`src/rtl/aft_params.svh`:
```
`ifndef AFT_PARAMS_SVH
`define AFT_PARAMS_SVH

// ==========================================================
// Field positions
`define AFT_MOD_SRC_BIT 7

// ==========================================================
// Widths
`define AFT_TRIM_W 4
`define AFT_MEAS_W 8

// ==========================================================
// Reset values
`define AFT_LEVEL_RST 8'h00
`define AFT_TRIM_RST 4'h0
`define AFT_DIST_INIT 8'hff

// ==========================================================
// Timing
`define AFT_CLK_HZ 50000000
`define AFT_SETTLE_NS 2000
// Least time, so round up
`define AFT_SETTLE_CYC \
  ((`AFT_SETTLE_NS * (`AFT_CLK_HZ / 1000000) + 999) / 1000)

// ==========================================================
// Tuning tolerance on phase distance
`define AFT_PHASE_TOL 8'h08

`endif

```
`src/rtl/aft_pkg.sv`:
```
package aft_pkg;

  typedef logic [7:0] aft_level_t;
  typedef logic [3:0] aft_trim_t;

  typedef enum logic [4:0] {
    CAL_IDLE   = 5'b00001,
    CAL_SETTLE = 5'b00010,
    CAL_PHASE  = 5'b00100,
    CAL_AMPL   = 5'b01000,
    CAL_NEXT   = 5'b10000
  } aft_cal_state_t;

endpackage

```
`src/rtl/aft_pin_if.sv`:
```
`timescale 1ns/100ps
interface aft_pin_if;
  logic transparent;
  logic mosi;
  logic sclk;
  logic am;
  logic pm;
  logic am_en;
  logic pm_en;
  logic miso_norm;
  logic miso_oe_norm;
  logic irq_norm;
  logic tx_norm;
  logic rx_on_norm;
  logic miso;
  logic miso_oe;
  logic irq;
  logic tx_mod;
  logic rx_on;

  modport ctl (
    output transparent, mosi, sclk, am, pm, am_en, pm_en,
    output miso_norm, miso_oe_norm, irq_norm, tx_norm, rx_on_norm,
    input miso, miso_oe, irq, tx_mod, rx_on
  );
  modport mux (
    input transparent, mosi, sclk, am, pm, am_en, pm_en,
    input miso_norm, miso_oe_norm, irq_norm, tx_norm, rx_on_norm,
    output miso, miso_oe, irq, tx_mod, rx_on
  );
endinterface

```
`src/rtl/aft_top.sv`:
```
`timescale 1ns/100ps
`include "aft_params.svh"

module aft_top #(
  parameter int SETTLE_CYC = `AFT_SETTLE_CYC,
  parameter aft_pkg::aft_level_t PHASE_TOL = `AFT_PHASE_TOL
) (
  input wire logic clk_sys,
  input wire logic resetn,
  input wire logic spi_sclk,
  input wire logic spi_mosi,
  input wire logic spi_ss_n,
  input wire logic am_demod,
  input wire logic pm_demod,
  input wire logic cmd_transparent,
  input wire logic cmd_calibrate_antenna,
  input wire logic spi_miso_norm,
  input wire logic spi_miso_oe_norm,
  input wire logic irq_norm,
  input wire logic tx_mod_norm,
  input wire logic rx_on_norm,
  input wire logic rx_am_en,
  input wire logic rx_pm_en,
  input wire aft_pkg::aft_level_t mod_depth_ctrl,
  input wire aft_pkg::aft_level_t am_level_reg,
  input wire aft_pkg::aft_level_t cal_mod_level,
  input wire logic trim_manual_sel,
  input wire aft_pkg::aft_trim_t trim_manual,
  input wire aft_pkg::aft_level_t trim_target_phase,
  input wire logic meas_done,
  input wire aft_pkg::aft_level_t meas_result,
  output logic spi_miso,
  output logic spi_miso_oe,
  output logic irq,
  output logic tx_modulate,
  output logic rx_on,
  output logic spi_core_en,
  output logic framing_bypass,
  output logic transparent_active,
  output aft_pkg::aft_level_t am_modulated_level,
  output logic meas_phase_req,
  output logic meas_ampl_req,
  output aft_pkg::aft_trim_t trim_switch_side_one,
  output aft_pkg::aft_trim_t trim_switch_side_two,
  output aft_pkg::aft_trim_t trim_cal_result,
  output logic trim_cal_error,
  output logic trim_cal_busy,
  output logic trim_cal_done
);
  import aft_pkg::*;

  localparam int CNT_W = $clog2(SETTLE_CYC + 1);
  localparam logic [CNT_W-1:0] SETTLE_LAST = CNT_W'(SETTLE_CYC - 1);

  // ========================================================
  // State
  typedef struct packed {
    logic armed;
    logic transparent;
    logic ss_n_d;
    logic spi_core_en;
    logic framing_bypass;
    aft_level_t am_level;
    aft_cal_state_t cal_st;
    aft_trim_t sweep;
    aft_trim_t best;
    aft_level_t best_dist;
    aft_level_t best_ampl;
    aft_level_t cur_dist;
    logic [CNT_W-1:0] cnt;
    logic phase_req;
    logic ampl_req;
    logic busy;
    logic done;
    logic err;
    aft_trim_t result;
    aft_trim_t trim;
  } aft_top_st_t;

  aft_top_st_t st_r;
  aft_top_st_t st_nxt;

  logic [4:0] sync_q;
  logic sclk_s;
  logic mosi_s;
  logic ss_n_s;
  logic am_dmd_s;
  logic pm_s;
  logic ss_rise;
  logic ss_fall;
  logic better;

  function automatic aft_level_t abs_diff(
    input aft_level_t a,
    input aft_level_t b
  );
    abs_diff = (a > b) ? (a - b) : (b - a);
  endfunction

  // ========================================================
  // Pin synchronisers
  // Demod outputs are async too, so they share the chain
  aft_sync #(
    .W(5)
  ) u_sync (
    .clk_sys(clk_sys),
    .resetn(resetn),
    .d({spi_sclk, spi_mosi, spi_ss_n, am_demod, pm_demod}),
    .q(sync_q)
  );

  assign sclk_s = sync_q[4];
  assign mosi_s = sync_q[3];
  assign ss_n_s = sync_q[2];
  assign am_dmd_s = sync_q[1];
  assign pm_s = sync_q[0];
  assign ss_rise = ss_n_s && !st_r.ss_n_d;
  assign ss_fall = !ss_n_s && st_r.ss_n_d;

  // Unsigned distance: the phase code does not wrap
  // Phase first; ties broken by larger amplitude
  assign better = (st_r.cur_dist < st_r.best_dist) ||
                  ((st_r.cur_dist == st_r.best_dist) &&
                   (meas_result > st_r.best_ampl));

  // ========================================================
  // Next state
  always_comb begin
    st_nxt = st_r;
    st_nxt.phase_req = 1'b0;
    st_nxt.ampl_req = 1'b0;
    st_nxt.done = 1'b0;
    st_nxt.ss_n_d = ss_n_s;

    // Command only arms; entry waits for select release
    if (cmd_transparent) begin
      st_nxt.armed = 1'b1;
    end
    if (ss_rise && st_r.armed) begin
      st_nxt.transparent = 1'b1;
      st_nxt.armed = 1'b0;
    end
    if (ss_fall) begin
      st_nxt.transparent = 1'b0;
    end
    // Core held off while the pins are borrowed
    st_nxt.spi_core_en = !st_nxt.transparent;
    st_nxt.framing_bypass = st_nxt.transparent;

    if (mod_depth_ctrl[`AFT_MOD_SRC_BIT]) begin
      st_nxt.am_level = am_level_reg;
    end else begin
      st_nxt.am_level = cal_mod_level;
    end

    // Exhaustive sweep: 16 codes, no local minimum trap
    unique case (st_r.cal_st)
      CAL_IDLE: begin
        if (cmd_calibrate_antenna) begin
          st_nxt.busy = 1'b1;
          st_nxt.sweep = `AFT_TRIM_RST;
          st_nxt.best = `AFT_TRIM_RST;
          st_nxt.best_dist = `AFT_DIST_INIT;
          st_nxt.best_ampl = `AFT_LEVEL_RST;
          st_nxt.cnt = '0;
          st_nxt.cal_st = CAL_SETTLE;
        end
      end
      CAL_SETTLE: begin
        if (st_r.cnt == SETTLE_LAST) begin
          st_nxt.cnt = '0;
          st_nxt.phase_req = 1'b1;
          st_nxt.cal_st = CAL_PHASE;
        end else begin
          st_nxt.cnt = st_r.cnt + 1'b1;
        end
      end
      CAL_PHASE: begin
        if (meas_done) begin
          // Raw compare: same code as phase result
          st_nxt.cur_dist =
            abs_diff(meas_result, trim_target_phase);
          st_nxt.ampl_req = 1'b1;
          st_nxt.cal_st = CAL_AMPL;
        end
      end
      CAL_AMPL: begin
        if (meas_done) begin
          if (better) begin
            st_nxt.best = st_r.sweep;
            st_nxt.best_dist = st_r.cur_dist;
            st_nxt.best_ampl = meas_result;
          end
          st_nxt.cal_st = CAL_NEXT;
        end
      end
      CAL_NEXT: begin
        if (st_r.sweep == 4'hf) begin
          st_nxt.result = st_r.best;
          st_nxt.err = st_r.best_dist > PHASE_TOL;
          st_nxt.busy = 1'b0;
          st_nxt.done = 1'b1;
          st_nxt.cal_st = CAL_IDLE;
        end else begin
          st_nxt.sweep = st_r.sweep + 1'b1;
          st_nxt.cal_st = CAL_SETTLE;
        end
      end
      default: begin
        // Stray state code: abandon the sweep, trim falls back
        st_nxt.busy = 1'b0;
        st_nxt.cal_st = CAL_IDLE;
      end
    endcase

    if (st_nxt.busy) begin
      st_nxt.trim = st_nxt.sweep;
    end else if (trim_manual_sel) begin
      st_nxt.trim = trim_manual;
    end else begin
      st_nxt.trim = st_nxt.result;
    end
  end

  always_ff @(posedge clk_sys) begin
    if (!resetn) begin
      st_r <= '0;
      st_r.cal_st <= CAL_IDLE;
      st_r.spi_core_en <= 1'b1;
      // Rise seen just after reset is harmless unless armed
      st_r.ss_n_d <= 1'b0;
    end else begin
      st_r <= st_nxt;
    end
  end

  // ========================================================
  // Transparent pin routing
  aft_pin_if pin_if ();

  assign pin_if.transparent = st_r.transparent;
  assign pin_if.mosi = mosi_s;
  assign pin_if.sclk = sclk_s;
  assign pin_if.am = am_dmd_s;
  // Channel enables are register bits on this clock: no sync
  assign pin_if.pm = pm_s;
  assign pin_if.am_en = rx_am_en;
  assign pin_if.pm_en = rx_pm_en;
  assign pin_if.miso_norm = spi_miso_norm;
  assign pin_if.miso_oe_norm = spi_miso_oe_norm;
  assign pin_if.irq_norm = irq_norm;
  assign pin_if.tx_norm = tx_mod_norm;
  assign pin_if.rx_on_norm = rx_on_norm;

  aft_pin_mux u_mux (
    .clk_sys(clk_sys),
    .resetn(resetn),
    .p(pin_if.mux)
  );

  // ========================================================
  // Outputs
  assign spi_miso = pin_if.miso;
  assign spi_miso_oe = pin_if.miso_oe;
  assign irq = pin_if.irq;
  assign tx_modulate = pin_if.tx_mod;
  assign rx_on = pin_if.rx_on;
  assign spi_core_en = st_r.spi_core_en;
  assign framing_bypass = st_r.framing_bypass;
  assign transparent_active = st_r.transparent;
  assign am_modulated_level = st_r.am_level;
  assign meas_phase_req = st_r.phase_req;
  assign meas_ampl_req = st_r.ampl_req;
  // Both sides from one register
  assign trim_switch_side_one = st_r.trim;
  assign trim_switch_side_two = st_r.trim;
  assign trim_cal_result = st_r.result;
  assign trim_cal_error = st_r.err;
  assign trim_cal_busy = st_r.busy;
  assign trim_cal_done = st_r.done;
endmodule // aft_top

```
`src/rtl/aft_sync.sv`:
```
`timescale 1ns/100ps
module aft_sync #(
  parameter int W = 1
) (
  input wire logic clk_sys,
  input wire logic resetn,
  input wire logic [W-1:0] d,
  output logic [W-1:0] q
);
  import aft_pkg::*;

  typedef struct packed {
    logic [W-1:0] meta;
    logic [W-1:0] stable;
  } aft_sync_st_t;

  aft_sync_st_t st_r;
  aft_sync_st_t st_nxt;

  always_comb begin
    st_nxt = st_r;
    st_nxt.meta = d;
    st_nxt.stable = st_r.meta;
  end

  always_ff @(posedge clk_sys) begin
    if (!resetn) begin
      st_r <= '0;
    end else begin
      st_r <= st_nxt;
    end
  end

  assign q = st_r.stable;
endmodule // aft_sync

```
`src/rtl/aft_pin_mux.sv`:
```
`timescale 1ns/100ps
module aft_pin_mux (
  input wire logic clk_sys,
  input wire logic resetn,
  aft_pin_if.mux p
);
  import aft_pkg::*;

  typedef struct packed {
    logic miso;
    logic miso_oe;
    logic irq;
    logic tx_mod;
    logic rx_on;
  } aft_mux_st_t;

  aft_mux_st_t st_r;
  aft_mux_st_t st_nxt;

  always_comb begin
    st_nxt = st_r;
    if (p.transparent) begin
      st_nxt.tx_mod = p.mosi;
      st_nxt.rx_on = p.sclk;
      st_nxt.miso_oe = 1'b1;
      if (p.am_en && p.pm_en) begin
        st_nxt.miso = p.am;
        st_nxt.irq = p.pm;
      end else if (p.pm_en) begin
        st_nxt.miso = p.pm;
        st_nxt.irq = 1'b0;
      end else begin
        st_nxt.miso = p.am;
        st_nxt.irq = 1'b0;
      end
    end else begin
      // Normal pin functions come back on the next clock
      st_nxt.tx_mod = p.tx_norm;
      st_nxt.rx_on = p.rx_on_norm;
      st_nxt.miso = p.miso_norm;
      st_nxt.miso_oe = p.miso_oe_norm;
      st_nxt.irq = p.irq_norm;
    end
  end

  always_ff @(posedge clk_sys) begin
    if (!resetn) begin
      st_r <= '0;
    end else begin
      st_r <= st_nxt;
    end
  end

  assign p.miso = st_r.miso;
  assign p.miso_oe = st_r.miso_oe;
  assign p.irq = st_r.irq;
  assign p.tx_mod = st_r.tx_mod;
  assign p.rx_on = st_r.rx_on;
endmodule // aft_pin_mux

```
`config.mk`:
```
export PLATFORM = sky130hd
export DESIGN_NAME = aft_top
export DESIGN_NICKNAME = d
export VERILOG_FILES = /design/src/rtl/aft_pkg.sv /design/src/rtl/aft_pin_if.sv /design/src/rtl/aft_top.sv /design/src/rtl/aft_sync.sv /design/src/rtl/aft_pin_mux.sv
export VERILOG_INCLUDE_DIRS = /design/src /design/src/rtl
export SDC_FILE = /design/constraint.sdc
export NUM_CORES = 1
export LEC_CHECK = 0
export BUFFER_PORTS_ARGS = -buffer_cell sky130_fd_sc_hd__buf_2
export CAP_MARGIN = 20
export CORE_MARGIN = 8
export CORE_UTILIZATION = 53
export DETAILED_ROUTE_END_ITERATION = 6
export MAX_ROUTING_LAYER = met4
export PLACE_DENSITY = 0.74
export SLEW_MARGIN = 20
export SYNTH_ARGS = -nofsm -noshare
export SYNTH_HDL_FRONTEND = slang
export SYNTH_HIERARCHICAL = 1
export SYNTH_SLANG_ARGS = --single-unit
```
`constraint.sdc`:
```
create_clock -name clk_sys -period 3.4 [get_ports clk_sys]
set_input_delay 0.51 -clock clk_sys [delete_from_list [all_inputs] [get_ports clk_sys]]
set_output_delay 0.51 -clock clk_sys [all_outputs]
set_load 0.005 [all_outputs]
```
* Word level (Yosys, flattened, before mapping)
Cells that the tools add are included.
W data, S select, Z words.
** Word-level totals
- Flip-flop bits (word level) :: 84
- Input bits :: 62
- Output and inout bits :: 33
- Word-level logic and storage cells :: 99
** Cells by class
- $add $sub $neg :: 4
- $lt $le $gt $ge :: 4
- Equality and inequality tests :: 13
- Multiplexer cells :: 30
- Bitwise logic cells :: 1
- Reduce and logical (&&, ||, !) cells :: 21
** Operator list (count)
- $mux W20 :: 2
- $pmux W20 S2 :: 1
- $mux W29 :: 1
- $pmux W5 S5 :: 1
- $mux W7 :: 3
- $mux W5 :: 4
- $gt A8 B8 Y1 :: 2
- $mux W4 :: 4
- $mux W8 :: 2
- $sub A8 B8 Y8 :: 2
- $pmux W7 S2 :: 1
- $reduce_and A2 Y1 :: 6
- $ne A2 B2 Y1 const B :: 5
- $eq A8 B8 Y1 :: 1
- $gt A8 B4 Y1 const B :: 1
- $lt A8 B8 Y1 :: 1
- $mux W1 :: 8
- $pmux W4 S2 :: 1
- $reduce_and A4 Y1 :: 2
- $add A7 B1 Y7 const B :: 1
- $eq A7 B7 Y1 const B :: 1
- $eq A5 B1 Y1 const B :: 1
- $eq A5 B2 Y1 const B :: 1
- $eq A5 B3 Y1 const B :: 1
- other kinds (13) :: 20

* Logic depth before layout (Yosys ltp)
- Depth in word-level cells :: 6
- Depth in mapped cells :: 10
- Mapped depth without buffers :: 10

* By module
Netlist, hierarchy kept.
** By module, submodules not included
- aft_top :: instances 1, cells each 449, area an instance 3962.6 sq um, sequential area each 1381.3 sq um
- aft_sync :: instances 1, cells each 20, area an instance 262.8 sq um, sequential area each 200.2 sq um
- aft_pin_mux :: instances 1, cells each 19, area an instance 226.5 sq um, sequential area each 100.1 sq um

* Worst setup path after synthesis
Ideal clock, no wire load.
- Path type :: input -> register
- From :: input trim_target_phase[4]
- To :: register st_r[27] (netlist name)
- Setup time :: 0.122 ns
- Data arrival time :: 2.515 ns
- Required time :: 3.278 ns
- Slack :: 0.763 ns
- Cell stages on the path :: 10
- Buffers on the path :: 1
- Cell sequence :: inv_1 ha_1 buf_6 nand4_1 or3_4 o21ai_4 mux2_2 a31oi_1 mux2i_1 a311o_1
** Between the ends
- Longest elaborated chain between the ends :: 2
- Elaborated cells on any way between the ends :: 4
- Classes of those cells :: add/sub (2); order compare (1); mux (1)
** RTL lines
- start: declaration :: line aft_top.sv:29 : input wire aft_pkg::aft_level_t trim_target_phase,
- $sub A8 B8 Y8 or $gt A8 B8 Y1 (tied branches) :: line aft_top.sv:97 : abs_diff = (a > b) ? (a - b) : (b - a);
- $mux W8 (*) :: line aft_top.sv:97
- end signal: assignment :: line aft_top.sv:233 : st_r <= st_nxt;
- end: declaration :: line aft_top.sv:80 : aft_top_st_t st_r;
Every way passes the cells marked *; elsewhere a longest branch is shown, timed or not.
A chain may end at the register's enable or synchronous reset.

* Final worst setup path
- From :: input meas_result[5]
- To :: register st_r[27] (netlist name)
** Between the ends
- Longest elaborated chain between the ends :: 2
- Elaborated cells on any way between the ends :: 4
- Classes of those cells :: add/sub (2); order compare (1); mux (1)
** RTL lines
- start: declaration :: line aft_top.sv:31 : input wire aft_pkg::aft_level_t meas_result,
- $sub A8 B8 Y8 or $gt A8 B8 Y1 (tied branches) :: line aft_top.sv:97
- $mux W8 (*) :: line aft_top.sv:97
Marks and branches as above.

==> impl_metrics.tcl <==
set metrics [dict create \
    outcome "completed" \
    power.density_nw_per_um2 413 \
    hp-class "in -> reg" \
    cts_tree "yes" \
    htree_levels 3 \
    grt_pass1_vias 3424 \
    critPathKind "in -> reg" \
    seq_area_um2 1680 \
    gp_congestion 0.832 \
    synth_edf_count 0 \
    ys.flop_type "dfxtp_1" \
    hold_viol 0 \
    post_cts_buffers 0 \
    fin_nets 646 \
    setup_viol_count_final 0 \
    clockBufferDepth 2 \
    grt_overflow 0 \
    rsz0062_at_grt "no" \
    max_freq_ghz 0.371 \
    fillers 743 \
    cts_made_buffers 9 \
    vdd_ir_drop_max_mv 0.274 \
    multi_input_area_um2 2360 \
    rows 33 \
    vias 3566 \
    clkTransAtPathRegs_ns 0.09 \
    synth_area_um2 4450 \
    final_layout_size_suffix_gt1_share_pct 22.6 \
    clock_skew_ns 0.0105 \
    place_hpwl_um 7340 \
    synthCells 488 \
    syn-num-nets 585 \
    antenna_found_initial 0 \
    grt_pass1_wl_um 15700 \
    synth_cell_types 61 \
    timing.critical_path.from_type "input pin" \
    end_kind "flip-flop" \
    grt_use_total_pct 16.9 \
    cp_cell_sequence "buf_2 > ha_1 > nand4_1 > or3_4 > o21ai_4 > mux2_2 > a31oi_1 > mux2i_1 > a311o_1" \
    finalSetupTns_ns 0 \
    synth-async-reset-ratio_pct 0 \
    coreArea_um2 8180 \
    drt_iter0_markers 147 \
    io_buffer_count 87 \
    postCtsResizedCells 0 \
    ys_ff_latch 84 \
    drcViolationCount 0 \
    pin_count 95 \
    grt_max_degree 32 \
    ant_nets 0 \
    slew_viol_final 0 \
    root_buffer "clkbuf_8" \
    cts_sinks 84 \
    worstPathRequired_ns 3.65 \
    diodes 0 \
    cp_slowest_stage_delay_ns 0.46 \
    cap_violations 0 \
    cp_data_arrival_time_ns 2.94 \
    die_h_um 108 \
    fin_crit_ns 2.70 \
    postRouteWirelength_um 9450 \
    syn2layout_area_growth_pct 12.2 \
    wire_per_inst_um 14.3 \
    drtPass1Iterations 5 \
    vias_per_cell 5.41 \
    synthesis.area_per_instance_um2 9.12 \
    start_util_pct 54.5 \
    power.leakage_nw 2.34 \
    fin_util_pct 61.1 \
    design.die.area_um2 11600 \
    critPathMaxFanout 10 \
    ys_warn_count 6 \
    worst_pin_slew_ns 0.612 \
    relSlewSlack_pct 59.1 \
    die_x_um 108 \
    fin_crit_sh_pct 79.3 \
    postCtsHoldBufs 0 \
    synth_seq_area_share_pct 37.8 \
    slowest_stage "ha_1" \
    clock_latency_ns 0.35 \
]
-- cells by family after synthesis --
group	Yosys count	synth area share [%]
DFF	84	37.8
muxes	26	5.93
buffers and inverters	81	9.22
and+or+nand+nor	150	18.3
adders and majority gates	35	10.2
xor gates and xnor gates	4	0.787
AOI/OAI and AO/OA	108	17.8
-- layout make-up --
type	instances	area share, %
clock buffer	9	2.48
multi-input combinational	323	47.3
timing repair buffer	91	9.32
tap	105	2.63
sequential	84	33.7
inverter	40	3.01
clock inverter	7	1.63
-- metal layers --
| metal | share of wire, % | GRT usage (%) | routed length [um] | vias to the layer above |
|---|---|---|---|---|
| met5 | 0 | - | 0 | - |
| met4 | 0.96 | 5.85 | 91 | 0 |
| met3 | 5.2 | 4.37 | 495 | 7 |
| met2 | 47 | 26.6 | 4410 | 81 |
| met1 | 47 | 20.5 | 4450 | 1647 |
| li1 | - | - | - | 1831 |
-- worst paths after layout --
kind                     from              end  slack [ns]  cells past startpoint
min reg2reg  u_sync/st_nxt[2]      u_sync/q[2]        0.44                      1
max reg2reg          st_r[29]         st_r[33]        1.00                      9
min          spi_miso_oe_norm  u_mux/p.miso_oe        0.35                      2
max            meas_result[5]         st_r[27]        0.70                      9
-- per-stage QoR --
| step | total power [mW] | hold slack [ns] | std cells | cell area [um2] | setup slack, ns |
|---|---|---|---|---|---|
| after floorplan | 1.26 | 0.412 | 488 | 4450 | 0.763 |
| after global placement | 1.34 | 0.415 | 643 | 4790 | 0.419 |
| after detailed placement | 1.35 | 0.417 | 643 | 4790 | 0.379 |
| after CTS | 2.09 | 0.332 | 659 | 4990 | 0.743 |
| after global routing | 2.17 | 0.326 | 659 | 4990 | 0.644 |
| final | 2.06 | 0.348 | 659 | 4990 | 0.704 |
-- state kept, by name (all words and copies together), names as in the netlist --
signal	cells
u_mux/p.rx_on	1
u_sync/st_nxt	5
u_mux/p.irq	1
u_sync/q	5
meas_ampl_req	1
spi_core_en	1
trim_cal_busy	1
st_r	46
meas_phase_req	1
u_mux/p.miso_oe	1
u_mux/p.tx_mod	1
trim_cal_error	1
trim_cal_done	1
trim_cal_result	4
u_mux/p.miso	1
framing_bypass	1
trim_switch_side_one	4
am_modulated_level	8
-- cells in the final DEF, fill, tap and decap left out, types with 10 or more instances in the layout --
cell type,netlist,routed
buf_2,4,87
and2_1,12,12
inv_1,40,40
nor2b_1,10,10
a21oi_1,25,25
nand2_1,33,33
o21ai_0,21,21
nor2_1,33,33
dfxtp_1,84,84
nand3_1,12,12
a32o_1,12,12
ha_1,33,33
mux2i_1,23,23
-- worst max-delay path, delay by kind of cell --
family | cells | cell delay (ns)
AO/OA/AOI/OAI | 3 | 0.69
AND/OR/NAND/NOR | 2 | 0.68
multiplexers | 2 | 0.48
adder cells (fa/ha/maj) | 1 | 0.46
buffers and inverters | 1 | 0.12
-- synth_stat cells (8+ instances only) --
library cell / instances / area [um2]
a21oi_1: 25 / 125
a32o_1: 12 / 120
and2_1: 12 / 75.1
buf_4: 21 / 158
clkbuf_1: 11 / 41.3
dfxtp_1: 84 / 1680
ha_1: 33 / 413
inv_1: 40 / 150
mux2i_1: 23 / 230
nand2_1: 33 / 124
nand3_1: 12 / 60.1
nand4_1: 8 / 50.1
nor2_1: 33 / 124
nor2b_1: 10 / 62.6
o21ai_0: 21 / 105
o221a_2: 9 / 101
-- power by group --
group	internal, mW	switching, mW
logic	0.134	0.160
clock network	0.354	0.382
registers	1.01	0.0167
total	1.50	0.560
Power figures use the tool's default switching activity.
